[src/hdl/pio_line_regs.vh]
`ifndef PIO_LINE_REGS_VH
`define PIO_LINE_REGS_VH

// Byte offsets of the register window
`define OFS_OWN_SET 8'h00
`define OFS_OWN_CLR 8'h04
`define OFS_OWN_STAT 8'h08
`define OFS_DRV_SET 8'h10
`define OFS_DRV_CLR 8'h14
`define OFS_DRV_STAT 8'h18
`define OFS_DATA_LATCH 8'h38
`define OFS_PIN_LEVEL 8'h3C
`define OFS_IRQ_MASK_SET 8'h40
`define OFS_IRQ_MASK_CLR 8'h44
`define OFS_IRQ_MASK 8'h48
`define OFS_CHANGE_STAT 8'h4C
`define OFS_FUNC_FIRST 8'h70
`define OFS_FUNC_SECOND 8'h74
`define OFS_FUNC_STAT 8'h78
`define OFS_WGATE_SET 8'hA0
`define OFS_WGATE_CLR 8'hA4
`define OFS_WGATE_STAT 8'hA8

// Address decode width, reset values, settle count and line count
`define ADDR_BITS 8
`define ZERO_WORD 32'h00000000
`define ONES_WORD 32'hFFFFFFFF
`define PRIME_CYCLES 2'h3
`define LINE_COUNT 32

`endif

[src/hdl/parallel_io_line_control.v]
`include "pio_line_regs.vh"
`timescale 1ns/1ps
`default_nettype none

module parallel_io_line_control #(
    parameter [31:0] LINE_MASK = `ONES_WORD,
    parameter [31:0] PERIPH_MASK = `ONES_WORD,
    parameter [31:0] OWN_RESET = `ONES_WORD
) (
    input wire pclk,
    input wire presetn,
    input wire psel,
    input wire penable,
    input wire pwrite,
    input wire [31:0] paddr,
    input wire [31:0] pwdata,
    output reg [31:0] prdata,
    output reg pready,
    output reg pslverr,
    input wire [31:0] pad_in,
    output reg [31:0] pad_out,
    output reg [31:0] pad_oe_n,
    input wire [31:0] first_func_out,
    input wire [31:0] first_func_oe,
    input wire [31:0] second_func_out,
    input wire [31:0] second_func_oe,
    output reg [31:0] periph_in,
    output reg irq
);

    // Register map, by byte offset within the window:
    //   00 ownership set, 04 ownership clear, 08 ownership status
    //   10 driver set, 14 driver clear, 18 driver status
    //   38 output data latch, 3C pin level
    //   40 interrupt mask set, 44 mask clear, 48 mask status
    //   4C input change status, cleared by writing ones
    //   70 first function select, 74 second function select, 78 status
    //   A0 write gate set, A4 write gate clear, A8 write gate status
    // Any other offset, a misaligned one or a nonzero upper address
    // answers with an error response; a write there changes nothing.
    //
    // Bus timing:
    //   Every transfer gets exactly one wait state. The ready strobe,
    //   the read data and the error flag all leave flops, so the bus
    //   sees no decode path from address to data in the same cycle.
    //   The cost is one extra cycle per access, which a port of this
    //   kind can easily afford.
    //   A write lands at the edge where ready is sampled high.
    //   Read data stands only in that cycle and is zero otherwise.
    //
    // Set and clear pairs:
    //   Each status word but the change status has a set address and a clear address, so
    //   software can change some lines without a read-modify-write.
    //   That matters because an interrupt handler may touch the same
    //   word as the main code; a set/clear write can never undo a
    //   change made by the other party in between.
    //   The function pair is the odd one: its first address clears
    //   the status bit and its second sets it.
    //
    // Unimplemented lines:
    //   LINE_MASK marks the lines that exist. Write data is masked on
    //   entry, so no bit that software writes ever becomes one on an absent line, and
    //   every read path masks again where state could come from a pin.
    //
    // Lines without a peripheral:
    //   PERIPH_MASK marks lines that have a peripheral behind them.
    //   A line without one is always owned by the controller, whatever
    //   software writes to the ownership clear address.
    //
    // Pin levels:
    //   Pads pass three flops. A new level counts only once the second
    //   and third stages agree, which rejects a level that was caught
    //   mid-transition by the first stage.
    //   For a few edges after reset the pin level simply follows the
    //   synchroniser, so it starts at the real line levels, and change
    //   detection stays off until the pipeline is full; otherwise the
    //   zeroes left by reset would show up as false changes.
    //   If the clock stops, every flop keeps its value, so the pin
    //   level keeps showing what the lines were at that moment.
    //
    // Change status and interrupt:
    //   A detected change sets a sticky bit. Writing a one clears it,
    //   but a change in the same cycle as the clear wins, so no event
    //   is ever lost to a badly timed clear.
    //   The interrupt is a registered level, high while any masked-in
    //   status bit is set.
    //
    // Pad steering:
    //   The controller drives a line from its data latch and driver
    //   enable while it owns the line; otherwise the chosen peripheral
    //   function drives it. Pad outputs are registered so that a decode
    //   glitch never reaches a pin. The pad enable is active low.
    //
    // Limitations:
    //   No glitch filter, pull-up or open-drain control here; those
    //   live beside this block. Byte lanes are not supported: every
    //   access is one full word.

    localparam [31:0] FIXED_OWN = LINE_MASK & ~PERIPH_MASK;

    reg [31:0] own_r;
    reg [31:0] drv_r;
    reg [31:0] func_r;
    reg [31:0] wgate_r;
    reg [31:0] latch_r;
    reg [31:0] level_r;
    reg [31:0] change_r;
    reg [31:0] mask_r;
    reg [31:0] sync1_r;
    reg [31:0] sync2_r;
    reg [31:0] sync3_r;
    reg [1:0] prime_r;
    reg primed_r;

    wire [`ADDR_BITS-1:0] addr = paddr[`ADDR_BITS-1:0];
    wire in_range = (paddr[31:`ADDR_BITS] == 24'h000000) & (paddr[1:0] == 2'h0);
    wire xfer = psel & penable & pready;
    wire wr = xfer & pwrite & in_range;
    wire [31:0] wdat = pwdata & LINE_MASK;
    wire [31:0] stable = ~(sync2_r ^ sync3_r);
    wire [31:0] own_view = own_r | FIXED_OWN;

    // Decoded write strobes
    wire wr_own_set = wr & (addr == `OFS_OWN_SET);
    wire wr_own_clr = wr & (addr == `OFS_OWN_CLR);
    wire wr_drv_set = wr & (addr == `OFS_DRV_SET);
    wire wr_drv_clr = wr & (addr == `OFS_DRV_CLR);
    wire wr_latch = wr & (addr == `OFS_DATA_LATCH);
    wire wr_mask_set = wr & (addr == `OFS_IRQ_MASK_SET);
    wire wr_mask_clr = wr & (addr == `OFS_IRQ_MASK_CLR);
    wire wr_change = wr & (addr == `OFS_CHANGE_STAT);
    wire wr_func_a = wr & (addr == `OFS_FUNC_FIRST);
    wire wr_func_b = wr & (addr == `OFS_FUNC_SECOND);
    wire wr_wg_set = wr & (addr == `OFS_WGATE_SET);
    wire wr_wg_clr = wr & (addr == `OFS_WGATE_CLR);

    // Line change seen once the second and third stages agree
    wire [31:0] level_nxt = (level_r & ~stable) | (sync3_r & stable);
    wire [31:0] changed = (level_nxt ^ level_r) & {32{primed_r}} & LINE_MASK;

    // Per-line pad steering; the controller wins whenever it owns the line
    wire [31:0] pad_out_nxt;
    wire [31:0] pad_oe_nxt;
    genvar i;
    generate
        for (i = 0; i < `LINE_COUNT; i = i + 1) begin : g_line
            // Function bit picks which peripheral drives this line
            wire func_out = func_r[i] ? second_func_out[i] : first_func_out[i];
            wire func_oe = func_r[i] ? second_func_oe[i] : first_func_oe[i];
            assign pad_out_nxt[i] = own_view[i] ? latch_r[i] : func_out;
            // An absent line never drives its pad
            assign pad_oe_nxt[i] = LINE_MASK[i] & (own_view[i] ? drv_r[i] : func_oe);
        end
    endgenerate

    reg [31:0] rdata_nxt;
    reg known_nxt;

    // Read mux; an unmapped address answers with an error and zero data
    always @* begin
        rdata_nxt = `ZERO_WORD;
        known_nxt = in_range;
        if (addr == `OFS_OWN_SET || addr == `OFS_OWN_CLR) begin
            rdata_nxt = `ZERO_WORD;
        end else if (addr == `OFS_OWN_STAT) begin
            rdata_nxt = own_view & LINE_MASK;
        end else if (addr == `OFS_DRV_SET || addr == `OFS_DRV_CLR) begin
            rdata_nxt = `ZERO_WORD;
        end else if (addr == `OFS_DRV_STAT) begin
            rdata_nxt = drv_r;
        end else if (addr == `OFS_DATA_LATCH) begin
            rdata_nxt = latch_r;
        end else if (addr == `OFS_PIN_LEVEL) begin
            rdata_nxt = level_r & LINE_MASK;
        end else if (addr == `OFS_IRQ_MASK_SET || addr == `OFS_IRQ_MASK_CLR) begin
            rdata_nxt = `ZERO_WORD;
        end else if (addr == `OFS_IRQ_MASK) begin
            rdata_nxt = mask_r;
        end else if (addr == `OFS_CHANGE_STAT) begin
            rdata_nxt = change_r;
        end else if (addr == `OFS_FUNC_FIRST || addr == `OFS_FUNC_SECOND) begin
            rdata_nxt = `ZERO_WORD;
        end else if (addr == `OFS_FUNC_STAT) begin
            rdata_nxt = func_r;
        end else if (addr == `OFS_WGATE_SET || addr == `OFS_WGATE_CLR) begin
            rdata_nxt = `ZERO_WORD;
        end else if (addr == `OFS_WGATE_STAT) begin
            rdata_nxt = wgate_r;
        end else begin
            known_nxt = 1'b0;
        end
        if (!known_nxt) begin
            rdata_nxt = `ZERO_WORD;
        end
    end

    // APB answer: one wait state so read data and pready both leave flops
    always @(posedge pclk or negedge presetn) begin
        if (!presetn) begin
            pready <= 1'b0;
            prdata <= `ZERO_WORD;
            pslverr <= 1'b0;
        end else if (psel & penable & ~pready) begin
            pready <= 1'b1;
            prdata <= pwrite ? `ZERO_WORD : rdata_nxt;
            pslverr <= ~known_nxt;
        end else begin
            pready <= 1'b0;
            prdata <= `ZERO_WORD;
            pslverr <= 1'b0;
        end
    end

    // Ownership, driver, function and write-gate set/clear pairs
    always @(posedge pclk or negedge presetn) begin
        if (!presetn) begin
            own_r <= OWN_RESET & LINE_MASK;
            drv_r <= `ZERO_WORD;
            func_r <= `ZERO_WORD;
            wgate_r <= `ZERO_WORD;
        end else begin
            if (wr_own_set) begin
                own_r <= own_r | wdat;
            end else if (wr_own_clr) begin
                own_r <= own_r & ~(wdat & PERIPH_MASK);
            end
            if (wr_drv_set) begin
                drv_r <= drv_r | wdat;
            end else if (wr_drv_clr) begin
                drv_r <= drv_r & ~wdat;
            end
            if (wr_func_a) begin
                func_r <= func_r & ~wdat;
            end else if (wr_func_b) begin
                func_r <= func_r | wdat;
            end
            if (wr_wg_set) begin
                wgate_r <= wgate_r | wdat;
            end else if (wr_wg_clr) begin
                wgate_r <= wgate_r & ~wdat;
            end
        end
    end

    // Data latch: gated lines take the written bit, the rest hold
    always @(posedge pclk or negedge presetn) begin
        if (!presetn) begin
            latch_r <= `ZERO_WORD;
        end else if (wr_latch) begin
            latch_r <= (latch_r & ~wgate_r) | (wdat & wgate_r);
        end
    end

    // Three-stage pad synchroniser; the first stage feeds only the second
    always @(posedge pclk or negedge presetn) begin
        if (!presetn) begin
            sync1_r <= `ZERO_WORD;
            sync2_r <= `ZERO_WORD;
            sync3_r <= `ZERO_WORD;
        end else begin
            sync1_r <= pad_in;
            sync2_r <= sync1_r;
            sync3_r <= sync2_r;
        end
    end

    // Settle time after reset before levels are trusted as real
    always @(posedge pclk or negedge presetn) begin
        if (!presetn) begin
            prime_r <= 2'h0;
            primed_r <= 1'b0;
        end else if (!primed_r) begin
            prime_r <= prime_r + 2'h1;
            primed_r <= (prime_r == `PRIME_CYCLES);
        end
    end

    // Pin level holds its last sample whenever the clock stops
    always @(posedge pclk or negedge presetn) begin
        if (!presetn) begin
            level_r <= `ZERO_WORD;
        end else if (!primed_r) begin
            level_r <= sync3_r;
        end else begin
            level_r <= level_nxt;
        end
    end

    // Change status: hardware set wins over a write-one clear
    always @(posedge pclk or negedge presetn) begin
        if (!presetn) begin
            change_r <= `ZERO_WORD;
        end else if (wr_change) begin
            change_r <= (change_r & ~wdat) | changed;
        end else begin
            change_r <= change_r | changed;
        end
    end

    // Interrupt mask set and clear
    always @(posedge pclk or negedge presetn) begin
        if (!presetn) begin
            mask_r <= `ZERO_WORD;
        end else if (wr_mask_set) begin
            mask_r <= mask_r | wdat;
        end else if (wr_mask_clr) begin
            mask_r <= mask_r & ~wdat;
        end
    end

    // Pad steering; registered so the pads see no decode glitches
    always @(posedge pclk or negedge presetn) begin
        if (!presetn) begin
            pad_out <= `ZERO_WORD;
            pad_oe_n <= `ONES_WORD;
            periph_in <= `ZERO_WORD;
            irq <= 1'b0;
        end else begin
            pad_out <= pad_out_nxt;
            pad_oe_n <= ~pad_oe_nxt;
            periph_in <= sync3_r & LINE_MASK;
            // A fresh change raises the line in the same edge as its status bit
            irq <= |((change_r | changed) & mask_r);
        end
    end

endmodule

`default_nettype wire

[config.mk]
export PLATFORM = sky130hd
export DESIGN_NAME = parallel_io_line_control
export DESIGN_NICKNAME = d
export VERILOG_FILES = /design/src/hdl/parallel_io_line_control.v
export VERILOG_INCLUDE_DIRS = /design/src /design/src/hdl
export SDC_FILE = /design/constraint.sdc
export NUM_CORES = 1
export LEC_CHECK = 0
export BUFFER_PORTS_ARGS = -buffer_cell sky130_fd_sc_hd__buf_2
export CAP_MARGIN = 20
export CELL_PAD_IN_SITES_DETAIL_PLACEMENT = 0
export CELL_PAD_IN_SITES_GLOBAL_PLACEMENT = 2
export CORE_ASPECT_RATIO = 1.4
export CORE_UTILIZATION = 37
export CTS_CLUSTER_SIZE = 25
export DETAILED_ROUTE_END_ITERATION = 8
export PLACE_DENSITY = 0.78
export SLEW_MARGIN = 40
export SYNTH_ARGS = -nofsm -noshare
export SYNTH_HDL_FRONTEND = slang
export SYNTH_SLANG_ARGS = --single-unit
[constraint.sdc]
create_clock -name pclk -period 2.17 [get_ports pclk]
set_clock_uncertainty 0.15 [all_clocks]
set_input_delay 0.434 -clock pclk [delete_from_list [all_inputs] [get_ports pclk]]
set_output_delay 0.434 -clock pclk [all_outputs]
set_load 0.005 [all_outputs]
Yosys cells after proc, flatten, opt, wreduce, memory -nomap -nowiden
Index checks and enable logic that the tools add are counted.
{"block": "classes", "add_sub_neg": 1, "multipliers": 0, "n_div": 0, "order_cmp": 0, "n_eq_ne": 18, "shift": 0, "n_mux": 172, "bitwise": 48, "n_reduce_logical": 14}
{"cell": "32-bit 2-to-1 mux", "count": 28}
{"cell": "32-bit bitwise AND", "count": 12}
{"cell": "32-bit bitwise OR", "count": 9}
{"cell": "32-bit inverter", "count": 5}
{"cell": "1-bit 2-to-1 mux", "count": 144}
{"cell": "32-bit XOR", "count": 2}
{"cell": "8-bit by 7-bit == test with 1-bit output (second input constant)", "count": 7}
{"cell": "32-bit OR reduction", "count": 1}
{"cell": "8-bit by 5-bit == test with 1-bit output (second input constant)", "count": 3}
{"cell": "8-bit == test (second input constant)", "count": 3}
{"cell": "24-bit logical NOT", "count": 1}
{"cell": "1-bit bitwise AND", "count": 18}
{"cell": "8-bit by 6-bit == test with 1-bit output (second input constant)", "count": 2}
{"cell": "2-bit nonzero test", "count": 5}
{"cell": "8-bit by 3-bit == test with 1-bit output (second input constant)", "count": 1}
{"cell": "8-bit by 4-bit == test with 1-bit output (second input constant)", "count": 1}
{"cell": "8-bit logical NOT", "count": 1}
{"cell": "1-bit logical OR", "count": 5}
{"cell": "2-bit by 1-bit adder with 2-bit output (second input constant)", "count": 1}
{"cell": "2-bit == test (second input constant)", "count": 1}
{"cell": "2-bit logical NOT", "count": 1}
{"cell": "1-bit inverter", "count": 2}
{"block": "word_totals", "ff_bits": 486, "latch_bits": 0, "ram_bits": 0, "mem_bits_ro": 0, "inputBits": 229, "out_inout_bits": 131, "wordCells": 273, "memories": 0}

Depth between registers and ports, before layout
Gate-level depths: netlist of run 1.
{"block": "logic_depth", "word_depth": 18, "depth_mapped": 8}

Worst setup path before layout of run 1
No wires, ideal clock.
{"block": "synth_path", "path_kind": "input to register", "startpoint": "input port paddr[30]", "endpoint": "register with a tool-made name", "arrival_ps": 2165, "required_time_ps": 1893, "path_slack_ps": -272, "path_stages": 7, "n_path_buf": 2, "path_cell_list": "nor4_1 > nand4_1 > nor4_4 > buf_4 > buf_4 > nand3_1 > mux2_1"}
{"element": "start, declared", "line": "parallel_io_line_control.v:15", "source": "input wire [31:0] paddr,"}

Final worst setup path of run 1
{"block": "layout_path", "startpoint": "register primed_r", "endpoint": "register irq"}
{"block": "layout_between", "elab_chain_cells": 4}
{"element": "start, declared", "line": "parallel_io_line_control.v:113", "source": "reg primed_r;"}
{"element": "start signal, assigned", "line": "parallel_io_line_control.v:274", "source": "primed_r <= (prime_r == `PRIME_CYCLES);"}
{"element": "32-bit bitwise AND", "line": "parallel_io_line_control.v:139", "source": "wire [31:0] changed = (level_nxt ^ level_r) & {32{primed_r}} & LINE_MASK;"}
{"element": "32-bit bitwise OR", "line": "parallel_io_line_control.v:323", "source": "irq <= |((change_r | changed) & mask_r);"}
{"element": "32-bit bitwise AND", "line": "parallel_io_line_control.v:323"}
{"element": "32-bit OR reduction", "line": "parallel_io_line_control.v:323"}
{"element": "end signal, assigned", "line": "parallel_io_line_control.v:323"}
{"element": "end, declared", "line": "parallel_io_line_control.v:28", "source": "output reg irq"}
No other way between the ends.
A chain may end at the register's enable or synchronous reset.

==> results of run 1 <==
-- Yosys cell counts (32+ instances only) --
cell type,instances,area [um2]
nor4bb_1,33,330
nand3_1,200,1000
o22ai_1,59,369
clkbuf_1,116,435
o21ai_0,65,325
nor2_1,156,586
dfrtp_1,422,10600
a21oi_1,102,510
mux2i_1,96,961
o211ai_1,34,255
nand2b_1,38,238
nand2_1,111,417
mux2_2,153,1720
and4b_1,32,320
dfstp_2,64,1680
nand4_1,42,263
mux2_1,40,450
-- power by group --
group,internal (mW),switching [mW]
Sequential,9.33,0.201
Combinational,0.839,1.03
Clock,5.17,3.79
Total,15.3,5.03
-- worst max-delay path: cells and delay by family, from the launching register on --
kind / cells / cell delay, ps
flops: 1 / 570
buf+inv: 2 / 440
compound gates: 1 / 460
simple gates: 4 / 720
-- worst max-delay path by stage --
stage               endpoint  slack [ps]  cells after the start
6_report       irq$_DFF_PN0_        -300                      7
3_3_place_gp   irq$_DFF_PN0_        -540                      8
2_1_floorplan      flip-flop        -170                      6
4_1_cts        irq$_DFF_PN0_        -300                      8
3_5_place_dp   irq$_DFF_PN0_        -570                      8
5_1_grt        irq$_DFF_PN0_        -340                      9
-- cells by family after synthesis --
| logic type | synth area share (%) |
|---|---|
| multiplexers | 14.3 |
| XOR/XNOR | 0.0401 |
| adder cells (fa/ha/maj) | 0.0573 |
| AO/OA/AOI/OAI | 11.4 |
| flip-flops | 56.0 |
| AND/OR/NAND/NOR | 15.5 |
| buffers and inverters | 2.60 |
-- final cells by class --
cell class	instances	area (um2)
Tap cell	749	937
Timing Repair Buffer	719	5420
Clock inverter	23	233
Multi-Input combinational cell	1322	9270
Sequential cell	486	12200
Antenna cell	3	7.51
Fill cell	5351	28900
Clock buffer	70	1460
Inverter	2	10.0
-- what timing repair did --
item | in CTS | in global routing
pin swaps | 4 | 0
setup buffers | 3 | 0
hold endpoints to repair | 358 | 0
hold buffers | 136 | 0
endpoints found under the setup margin | 1 | 19
gates resized for setup | 10 | 4
-- routing by layer --
metal  vias up  wire length (um)  global-route usage, %
li1       8476                 -                      -
met1      9647             30900                   31.2
met2       717             43400                   51.2
met3       246              4090                   3.73
met4         2              6970                   21.4
met5         -                18                      0
-- stage by stage --
stage | setup TNS, ps | cells | setup WS [ps] | total power, mW | instance area (um2)
floorplan | -17730 | 1951 | -167 | 10.2 | 22000
global placement | -93860 | 3139 | -538 | 11.4 | 26400
detailed placement | -96200 | 3139 | -574 | 11.4 | 26400
CTS | -305 | 3371 | -305 | 20.6 | 29500
global route | -345 | 3374 | -345 | 21.1 | 29600
finish | -298 | 3374 | -298 | 20.4 | 29600
==> impl_metrics.env, run 1 <==
export IMPL_gp_congestion=0.961
export IMPL_io_pins=360
export IMPL_syn_nets=2181
export IMPL_synth_edf_count=0
export IMPL_crit_type="flip-flop to flip-flop"
export IMPL_timing_final_ws_setup_ps=-298
export IMPL_r2r_start="primed_r$_DFF_PN0_"
export IMPL_cp_slowest_stage_delay_ps=570
export IMPL_timing_rr_end="irq$_DFF_PN0_"
export IMPL_synthCells=1951
export IMPL_grt_pass1_vias=20400
export IMPL_cts_sinks=486
export IMPL_final_common_cell="dfrtp_1"
export IMPL_overflow=0
export IMPL_status="finished, violations left"
export IMPL_insertion_delay_ps=600
export IMPL_cp_max_fo=24
export IMPL_die_area_um2=60000
export IMPL_maxSlewHeadroom_pct=33.5
export IMPL_cts_buffers=50
export IMPL_worstHoldPathCells=3
export IMPL_netlist_area_um2=21800
export IMPL_first_pass_iters=5
export IMPL_cp_slowest_cell="dfrtp_4"
export IMPL_hpwl_um=62100
export IMPL_min_period_ps=2470
export IMPL_h_tree_depth=2
export IMPL_async_flop_share_pct=100
export IMPL_drv_slew=0
export IMPL_post_drt_wl_per_cell_um=25.3
export IMPL_utilization_pct=50.6
export IMPL_path_clk_slew_ps=60
export IMPL_grt_pass1_wl_um=128000
export IMPL_synth_cell_types=48
export IMPL_crit_path_end_kind="flip-flop"
export IMPL_violations="negative setup slack"
export IMPL_synthFlopType="dfrtp_1"
export IMPL_nNetsFinal=2811
export IMPL_start_util_pct=37.4
export IMPL_r2r_cells=7
export IMPL_drt_iter0_drc=1202
export IMPL_period_share_pct=114
export IMPL_dieWidth_um=207
export IMPL_routed_wl_um=85300
export IMPL_drc=0
export IMPL_drive_above_1_share_pct=35.3
export IMPL_timing_hold_ws_ps=27.4
export IMPL_fmaxAchievable_mhz=405
export IMPL_ant_nets=0
export IMPL_cpMostUsedCell="buf_4"
export IMPL_tightest_slew_ps=985
export IMPL_mostFrequentLayoutCells="dfrtp_1, buf_2, nand3_1"
export IMPL_ys_warn_count=0
export IMPL_critPathLaunch="primed_r$_DFF_PN0_"
export IMPL_core_um2=58500
export IMPL_clock_root_buffer="clkbuf_16"
export IMPL_peakVddDrop_uv=560
export IMPL_hold_start="first_func_out[6]"
export IMPL_synth_seq_cells=486
export IMPL_max_cap_viol_count=0
export IMPL_fp_dieH_um=290
export IMPL_clk_path_buf_depth=3
export IMPL_vias_per_cell=5.66
export IMPL_rsz0062_at_grt="yes"
export IMPL_vias=19100
export IMPL_cts_tree="built"
export IMPL_cp_required_ps=2500
export IMPL_num_rows=105
export IMPL_worstPathCellList="buf_4 -> and4b_1 -> o31ai_1 -> buf_4 -> nand4_1 -> nor4_2 -> nand3_1"
export IMPL_hold_violations=0
export IMPL_postSynthAreaPerCell_um2=11.2
export IMPL_worstPathArrival_ps=2800
export IMPL_p_leak_nw=13.1
export IMPL_r2r_slack_ps=-300
export IMPL_area_growth_syn_to_layout_pct=35.3
export IMPL_holdPathEnd="pad_out[6]$_DFF_PN0_"
export IMPL_antenna_found_initial=5
export IMPL_start_kind="flip-flop"
export IMPL_grt_usage_pct=28.6
export IMPL_ys_seq_area_share_pct=56.0
export IMPL_setup_violations_final=1
export IMPL_hp_class="input pin to flip-flop"
export IMPL_grt_max_degree=83
export IMPL_p_per_area_nw_per_um2=689
export IMPL_portBuffers=359
Power figures use the tool's default switching activity.
==> inputs of run 2 (changes only) <==
Settings changed: ABC_AREA from default to 1, CORE_ASPECT_RATIO 1.4 to 0.6, CORE_UTILIZATION 37 to 33, PLACE_DENSITY 0.78 to 0.77.
==> run 2 against run 1 <==
  * Cell area grew 3.0%
  * Clock power grew 5.1%
  * Global-route usage shrank 3.6 points
  * Non-clock buffer count shrank 44
  * The flow now finishes without violations
  * Synthesized area grew 4.4%
  * Critical path type unchanged
==> impl_metrics.env, run 2 <==
export IMPL_syn_nets=3096
export IMPL_fp_dieH_um=206
export IMPL_routed_wl_um=87400
export IMPL_drt_iter0_drc=1814
export IMPL_hold_start="second_func_out[5]"
export IMPL_peakVddDrop_uv=513
export IMPL_first_pass_iters=7
export IMPL_clk_path_buf_depth=3
export IMPL_cpMostUsedCell="nand2_1"
export IMPL_ys_top_cells_by_area="dfrtp_1, nand2_1, dfstp_2"
export IMPL_ys_warn_count=0
export IMPL_async_flop_share_pct=100
export IMPL_grt_usage_pct=25.0
export IMPL_fmaxAchievable_mhz=493
export IMPL_worstHoldPathCells=3
export IMPL_ys_seq_area_share_pct=53.7
export IMPL_cts_setup_buffers=0
export IMPL_max_cap_viol_count=0
export IMPL_r2r_slack_ps=140
export IMPL_r2r_start="pready$_DFF_PN0_"
export IMPL_grt_busiest_layer="met1"
export IMPL_place_area_um2=26800
export IMPL_ant_nets=0
export IMPL_crit_type="flip-flop to flip-flop"
export IMPL_crit_path_end_kind="flip-flop"
export IMPL_gp_congestion=0.827
export IMPL_mostFrequentLayoutCells="nand2_1, inv_1, dfrtp_1"
export IMPL_hpwl_um=60700
export IMPL_die_area_um2=70200
export IMPL_synth_seq_cells=486
export IMPL_worstPathArrival_ps=2380
export IMPL_drc=0
export IMPL_worstPathCellList="nand2_1 -> nor2_4 -> nand4_1 -> buf_4 -> nor3_4 -> buf_12 -> nand3_1 -> nand2_1 -> inv_1"
export IMPL_cts_buffers=50
export IMPL_synth_xor_xnor_area_share_pct=0.0384
export IMPL_tightest_slew_ps=746
export IMPL_holdPathEnd="pad_out[5]$_DFF_PN0_"
export IMPL_insertion_delay_ps=610
export IMPL_vias=21700
export IMPL_utilization_pct=44.7
export IMPL_overflow=0
export IMPL_io_pins=360
export IMPL_synth_compound_area_share_pct=12.2
export IMPL_clock_root_buffer="clkbuf_16"
export IMPL_crit_buf_inv=3
export IMPL_synth_common_cells="nand2_1, inv_1, dfrtp_1"
export IMPL_grt_pass1_wl_um=131000
export IMPL_dieWidth_um=341
export IMPL_synth_largest_area_cell="dfrtp_1"
export IMPL_synthDominantCellAreaShare_pct=46.3
export IMPL_status="finished clean"
export IMPL_synthCells=2866
export IMPL_timing_setup_tns_ps=0
export IMPL_synthFlopType="dfrtp_1"
export IMPL_grt_pass1_vias=21100
export IMPL_rsz0062_at_grt="yes"
export IMPL_final_common_cell="nand2_1"
export IMPL_min_period_ps=2030
export IMPL_path_clk_slew_ps=60
export IMPL_h_tree_depth=2
export IMPL_stdcell_area_um2=30500
export IMPL_p_leak_nw=15.7
export IMPL_nNetsFinal=3693
export IMPL_r2r_cells=9
export IMPL_cp_slowest_stage_delay_ps=370
export IMPL_synth_cell_types=34
export IMPL_postSynthAreaPerCell_um2=7.96
export IMPL_cp_slowest_cell="dfrtp_1"
export IMPL_area_growth_syn_to_layout_pct=33.6
export IMPL_cp_max_fo=18
export IMPL_grt_max_degree=124
export IMPL_antenna_found_initial=7
export IMPL_post_drt_wl_per_cell_um=19.8
export IMPL_met2_usage_pct=35.7
export IMPL_portBuffers=359
export IMPL_drive_above_1_share_pct=19.8
export IMPL_num_rows=74
export IMPL_crit_family="simple AND/OR/NAND/NOR gates"
export IMPL_synth_most_common_cell="nand2_1"
export IMPL_use_met3_pct=4.51
export IMPL_core_um2=68200
export IMPL_period_share_pct=93.6
export IMPL_cts_sinks=486
export IMPL_hold_violations=0
export IMPL_p_per_area_nw_per_um2=665
export IMPL_maxSlewHeadroom_pct=50.3
export IMPL_synth_top_family_by_area="simple AND/OR/NAND/NOR gates"
export IMPL_drv_slew=0
export IMPL_start_kind="flip-flop"
export IMPL_synth_area_mux_share_pct=0
export IMPL_netlist_area_um2=22800
export IMPL_synth_edf_count=0
export IMPL_grt_use_met1_pct=38.8
export IMPL_start_util_pct=33.4
export IMPL_synth_simple_area_share_pct=24.0
export IMPL_cp_required_ps=2520
export IMPL_setup_violations_final=0
export IMPL_cts_tree="built"
export IMPL_vias_per_cell=4.92
export IMPL_synthAdderAreaFrac_pct=0.0549
export IMPL_hp_class="input pin to flip-flop"
[run 2: cell types whose count changed after synthesis, moves of 39 or more]
cell      before  now
o21ai_0       65  223
clkbuf_1     116   58
nor3_1         7   62
o22ai_1       59    0
inv_1          2  445
buf_2         13   52
nand2_1      111  853
mux2i_1       96    0
mux2_2       153    0
mux2_1        40    0
[run 2: layout make-up]
cell class                 count  area (um2)
fill                        6815       37800
sequential                   486       12200
multi-input combinational   1801        8380
timing repair buffer         675        5250
inverter                     449        1690
clock buffer                  76        1500
tap                          912        1140
clock inverter                15         260
antenna                        3        7.51
[run 2: power breakdown]
part / internal (mW) / switching, mW
clock: 5.60 / 3.82
combinational: 0.585 / 0.888
sequential: 9.25 / 0.133
[run 2: worst register-to-register path, stage by stage (launching register included)]
cell	delay (ps)
dfrtp_1	370
nand2_1	100
nor2_4	200
nand4_1	150
buf_4	230
nor3_4	230
buf_12	250
nand3_1	100
nand2_1	100
inv_1	40
[run 2: kinds of logic (layout without fill, tap and decap cells)]
logic type,after synthesis,in the layout
AOI/OAI and AO/OA,486,486
xor gates and xnor gates,1,1
adders and majority gates,1,1
buffers and inverters,579,1215
DFF,486,486
other,0,3
and+or+nand+nor,1313,1313
[run 2: worst max-delay path by stage]
stage	startpoint	end	slack [ps]	cells past startpoint
finish	pready$_DFF_PN0_	flip-flop	140	9
detailed placement	paddr[0]	prdata[31]$_DFF_PN0_	-350	12
floorplan	paddr[3]	prdata[0]$_DFF_PN0_	290	11
global placement	paddr[0]	prdata[30]$_DFF_PN0_	-350	14
global route	pready$_DFF_PN0_	flip-flop	-10	9
CTS	primed_r$_DFF_PN0_	irq$_DFF_PN0_	70	11
[run 2: what timing repair did]
action / 4_1_cts / 5_1_grt
gates resized for setup: 1 / 8
endpoints found under the setup margin: 1 / 3
hold buffers: 187 / 0
hold endpoints to repair: 332 / 0
[run 2: metal layers]
layer	share of wire [%]	up-vias
li1	-	10400
met1	50	10500
met2	41	767
met3	7.6	98
met4	1.6	4
met5	0.030	-
[run 2: stage by stage]
step | power [mW] | std cells | setup slack [ps] | hold slack, ps
final | 20.3 | 4417 | 140 | 39.7
after global routing | 21.0 | 4414 | -10.4 | 36.0
after CTS | 20.5 | 4414 | 71.5 | 5.01
after detailed placement | 10.8 | 4136 | -353 | 185
after global placement | 10.8 | 4136 | -355 | 183
after floorplan | 9.96 | 2866 | 287 | -11.6
==> inputs of run 3 (changes only) <==
--- a/config.mk
+++ b/config.mk
@@ -18,2 +18,3 @@
 export PLACE_DENSITY = 0.77
+export SKIP_CTS_REPAIR_TIMING = 1
 export SLEW_MARGIN = 40
==> constraint.sdc (replaced) <==
create_clock -name pclk -period 2.17 [get_ports pclk]
set_clock_uncertainty 0.15 [all_clocks]
set_input_delay 0.217 -clock pclk [delete_from_list [all_inputs] [get_ports pclk]]
set_output_delay 0.217 -clock pclk [all_outputs]
set_load 0.005 [all_outputs]
==> run 3 against run 2 <==
  * Global-route usage down 0.34 points
  * Cell area is 0.26% lower
  * Sequential power about the same
  * Via count decreased by 0.17%
  * Worst hold slack improved by 44 ps
  * First-iteration DRC count fell by 6.2%
  * Sequential cell count did not move
  * Critical path depth is the same
  * Non-clock buffer count shrank 3
  * Utilization down 0.12 points
  * Critical path type unchanged
==> impl_metrics.env, run 3 (same netlist as run 2, synthesis figures left out) <==
export IMPL_start_util_pct=33.4
export IMPL_worstPathCellList="nand2_1 -> nor2_4 -> nand4_1 -> buf_6 -> nor3_4 -> buf_12 -> nand3_1 -> nand2_1 -> inv_1"
export IMPL_drv_slew=0
export IMPL_area_growth_syn_to_layout_pct=33.2
export IMPL_worstPathArrival_ps=2400
export IMPL_crit_type="flip-flop to flip-flop"
export IMPL_clk_path_buf_depth=3
export IMPL_core_um2=68200
export IMPL_first_pass_iters=6
export IMPL_ant_nets=0
export IMPL_peakVddDrop_uv=513
export IMPL_cp_slowest_stage_delay_ps=370
export IMPL_clock_root_buffer="clkbuf_16"
export IMPL_crit_buf_inv=3
export IMPL_fmaxAchievable_mhz=488
export IMPL_nNetsFinal=3690
export IMPL_gp_congestion=0.828
export IMPL_cts_sinks=486
export IMPL_cp_slowest_cell="dfrtp_1"
export IMPL_hpwl_um=59400
export IMPL_timing_final_ws_setup_ps=122
export IMPL_setup_violations_final=0
export IMPL_finalPower_mw=20.1
export IMPL_overflow=0
export IMPL_utilization_pct=44.5
export IMPL_vias=21700
export IMPL_num_rows=74
export IMPL_mostFrequentLayoutCells="nand2_1, inv_1, dfrtp_1"
export IMPL_min_period_ps=2050
export IMPL_grt_max_degree=124
export IMPL_start_kind="flip-flop"
export IMPL_max_cap_viol_count=0
export IMPL_status="finished clean"
export IMPL_cts_tree="built"
export IMPL_io_pins=360
export IMPL_period_share_pct=94.4
export IMPL_cp_max_fo=18
export IMPL_rsz0062_at_grt="no"
export IMPL_crit_family="simple AND/OR/NAND/NOR gates"
export IMPL_antenna_found_initial=4
export IMPL_crit_path_end_kind="flip-flop"
export IMPL_grt_pass1_vias=20400
export IMPL_hp_class="input pin to flip-flop"
export IMPL_insertion_delay_ps=620
export IMPL_p_leak_nw=15.6
export IMPL_fp_dieH_um=206
export IMPL_p_per_area_nw_per_um2=661
export IMPL_hold_violations=0
export IMPL_pre_cts_ws_ps=-55.7
export IMPL_cp_required_ps=2520
export IMPL_h_tree_depth=2
export IMPL_post_drt_wl_per_cell_um=19.9
export IMPL_routed_wl_um=88000
export IMPL_path_clk_slew_ps=60
export IMPL_drive_above_1_share_pct=19.5
export IMPL_grt_pass1_wl_um=129000
export IMPL_dieWidth_um=341
export IMPL_fillers=6773
export IMPL_timing_setup_tns_ps=0
export IMPL_cpMostUsedCell="nand2_1"
export IMPL_multiInputGateArea_um2=8370
export IMPL_final_common_cell="nand2_1"
export IMPL_drc=0
export IMPL_seqCellArea_um2=12200
export IMPL_maxSlewHeadroom_pct=49.5
export IMPL_die_area_um2=70200
export IMPL_cts_buffers=50
export IMPL_grt_usage_pct=24.7
export IMPL_vias_per_cell=4.91
export IMPL_tightest_slew_ps=758
export IMPL_drt_iter0_drc=1701
export IMPL_portBuffers=359
run 3: routing by layer:
layer  vias to the layer above  wire, um  track usage [%]
met5                         -         0                0
met4                         0      1620             5.64
met3                       102      6700             4.93
met2                       779     35900             34.8
met1                     10500     43800             38.1
li1                      10300         -                -
run 3: path summary, 6_finish.rpt:
check,from,endpoint,slack (ps),cells after the start
hold / removal,pad_in[13],sync1_r[13]$_DFF_PN0_,80,2
hold reg to reg,sync1_r[28]$_DFF_PN0_,sync2_r[28]$_DFF_PN0_,200,0
max in group asynchronous,presetn,pad_out[28]$_DFF_PN0_,290,4
setup reg to reg,pready$_DFF_PN0_,flip-flop,120,9
min in group asynchronous,presetn,asynchronous set/reset pin,500,3
setup / recovery,pready$_DFF_PN0_,flip-flop,120,9
run 3: power breakdown:
group / internal [mW] / switching [mW] / leakage, nW / total, mW
logic: 0.583 / 0.886 / 8.98 / 1.47
registers: 9.25 / 0.134 / 5.80 / 9.38
clock network: 5.38 / 3.87 / 0.858 / 9.25
total: 15.2 / 4.89 / 15.6 / 20.1
run 3: area by class of cell:
type                    instances  area share [%]
inverters                     449            5.56
clock inverters                15           0.585
clock buffers                  79            5.11
flip-flops and latches        486            40.3
multi-input cells            1801            27.6
diodes                          3          0.0247
well taps                     912            3.75
repair buffers                672            17.1
run 3: through the flow:
| step | hold slack (ps) | instance area (um2) | std cells |
|---|---|---|---|
| 3_5_place_dp | 2.87 | 26700 | 4122 |
| 2_1_floorplan | -229 | 22800 | 2866 |
| 5_1_grt | 70.4 | 30400 | 4414 |
| 6_report | 83.7 | 30400 | 4417 |
| 4_1_cts | -666 | 28400 | 4216 |
| 3_3_place_gp | 13.1 | 26700 | 4122 |
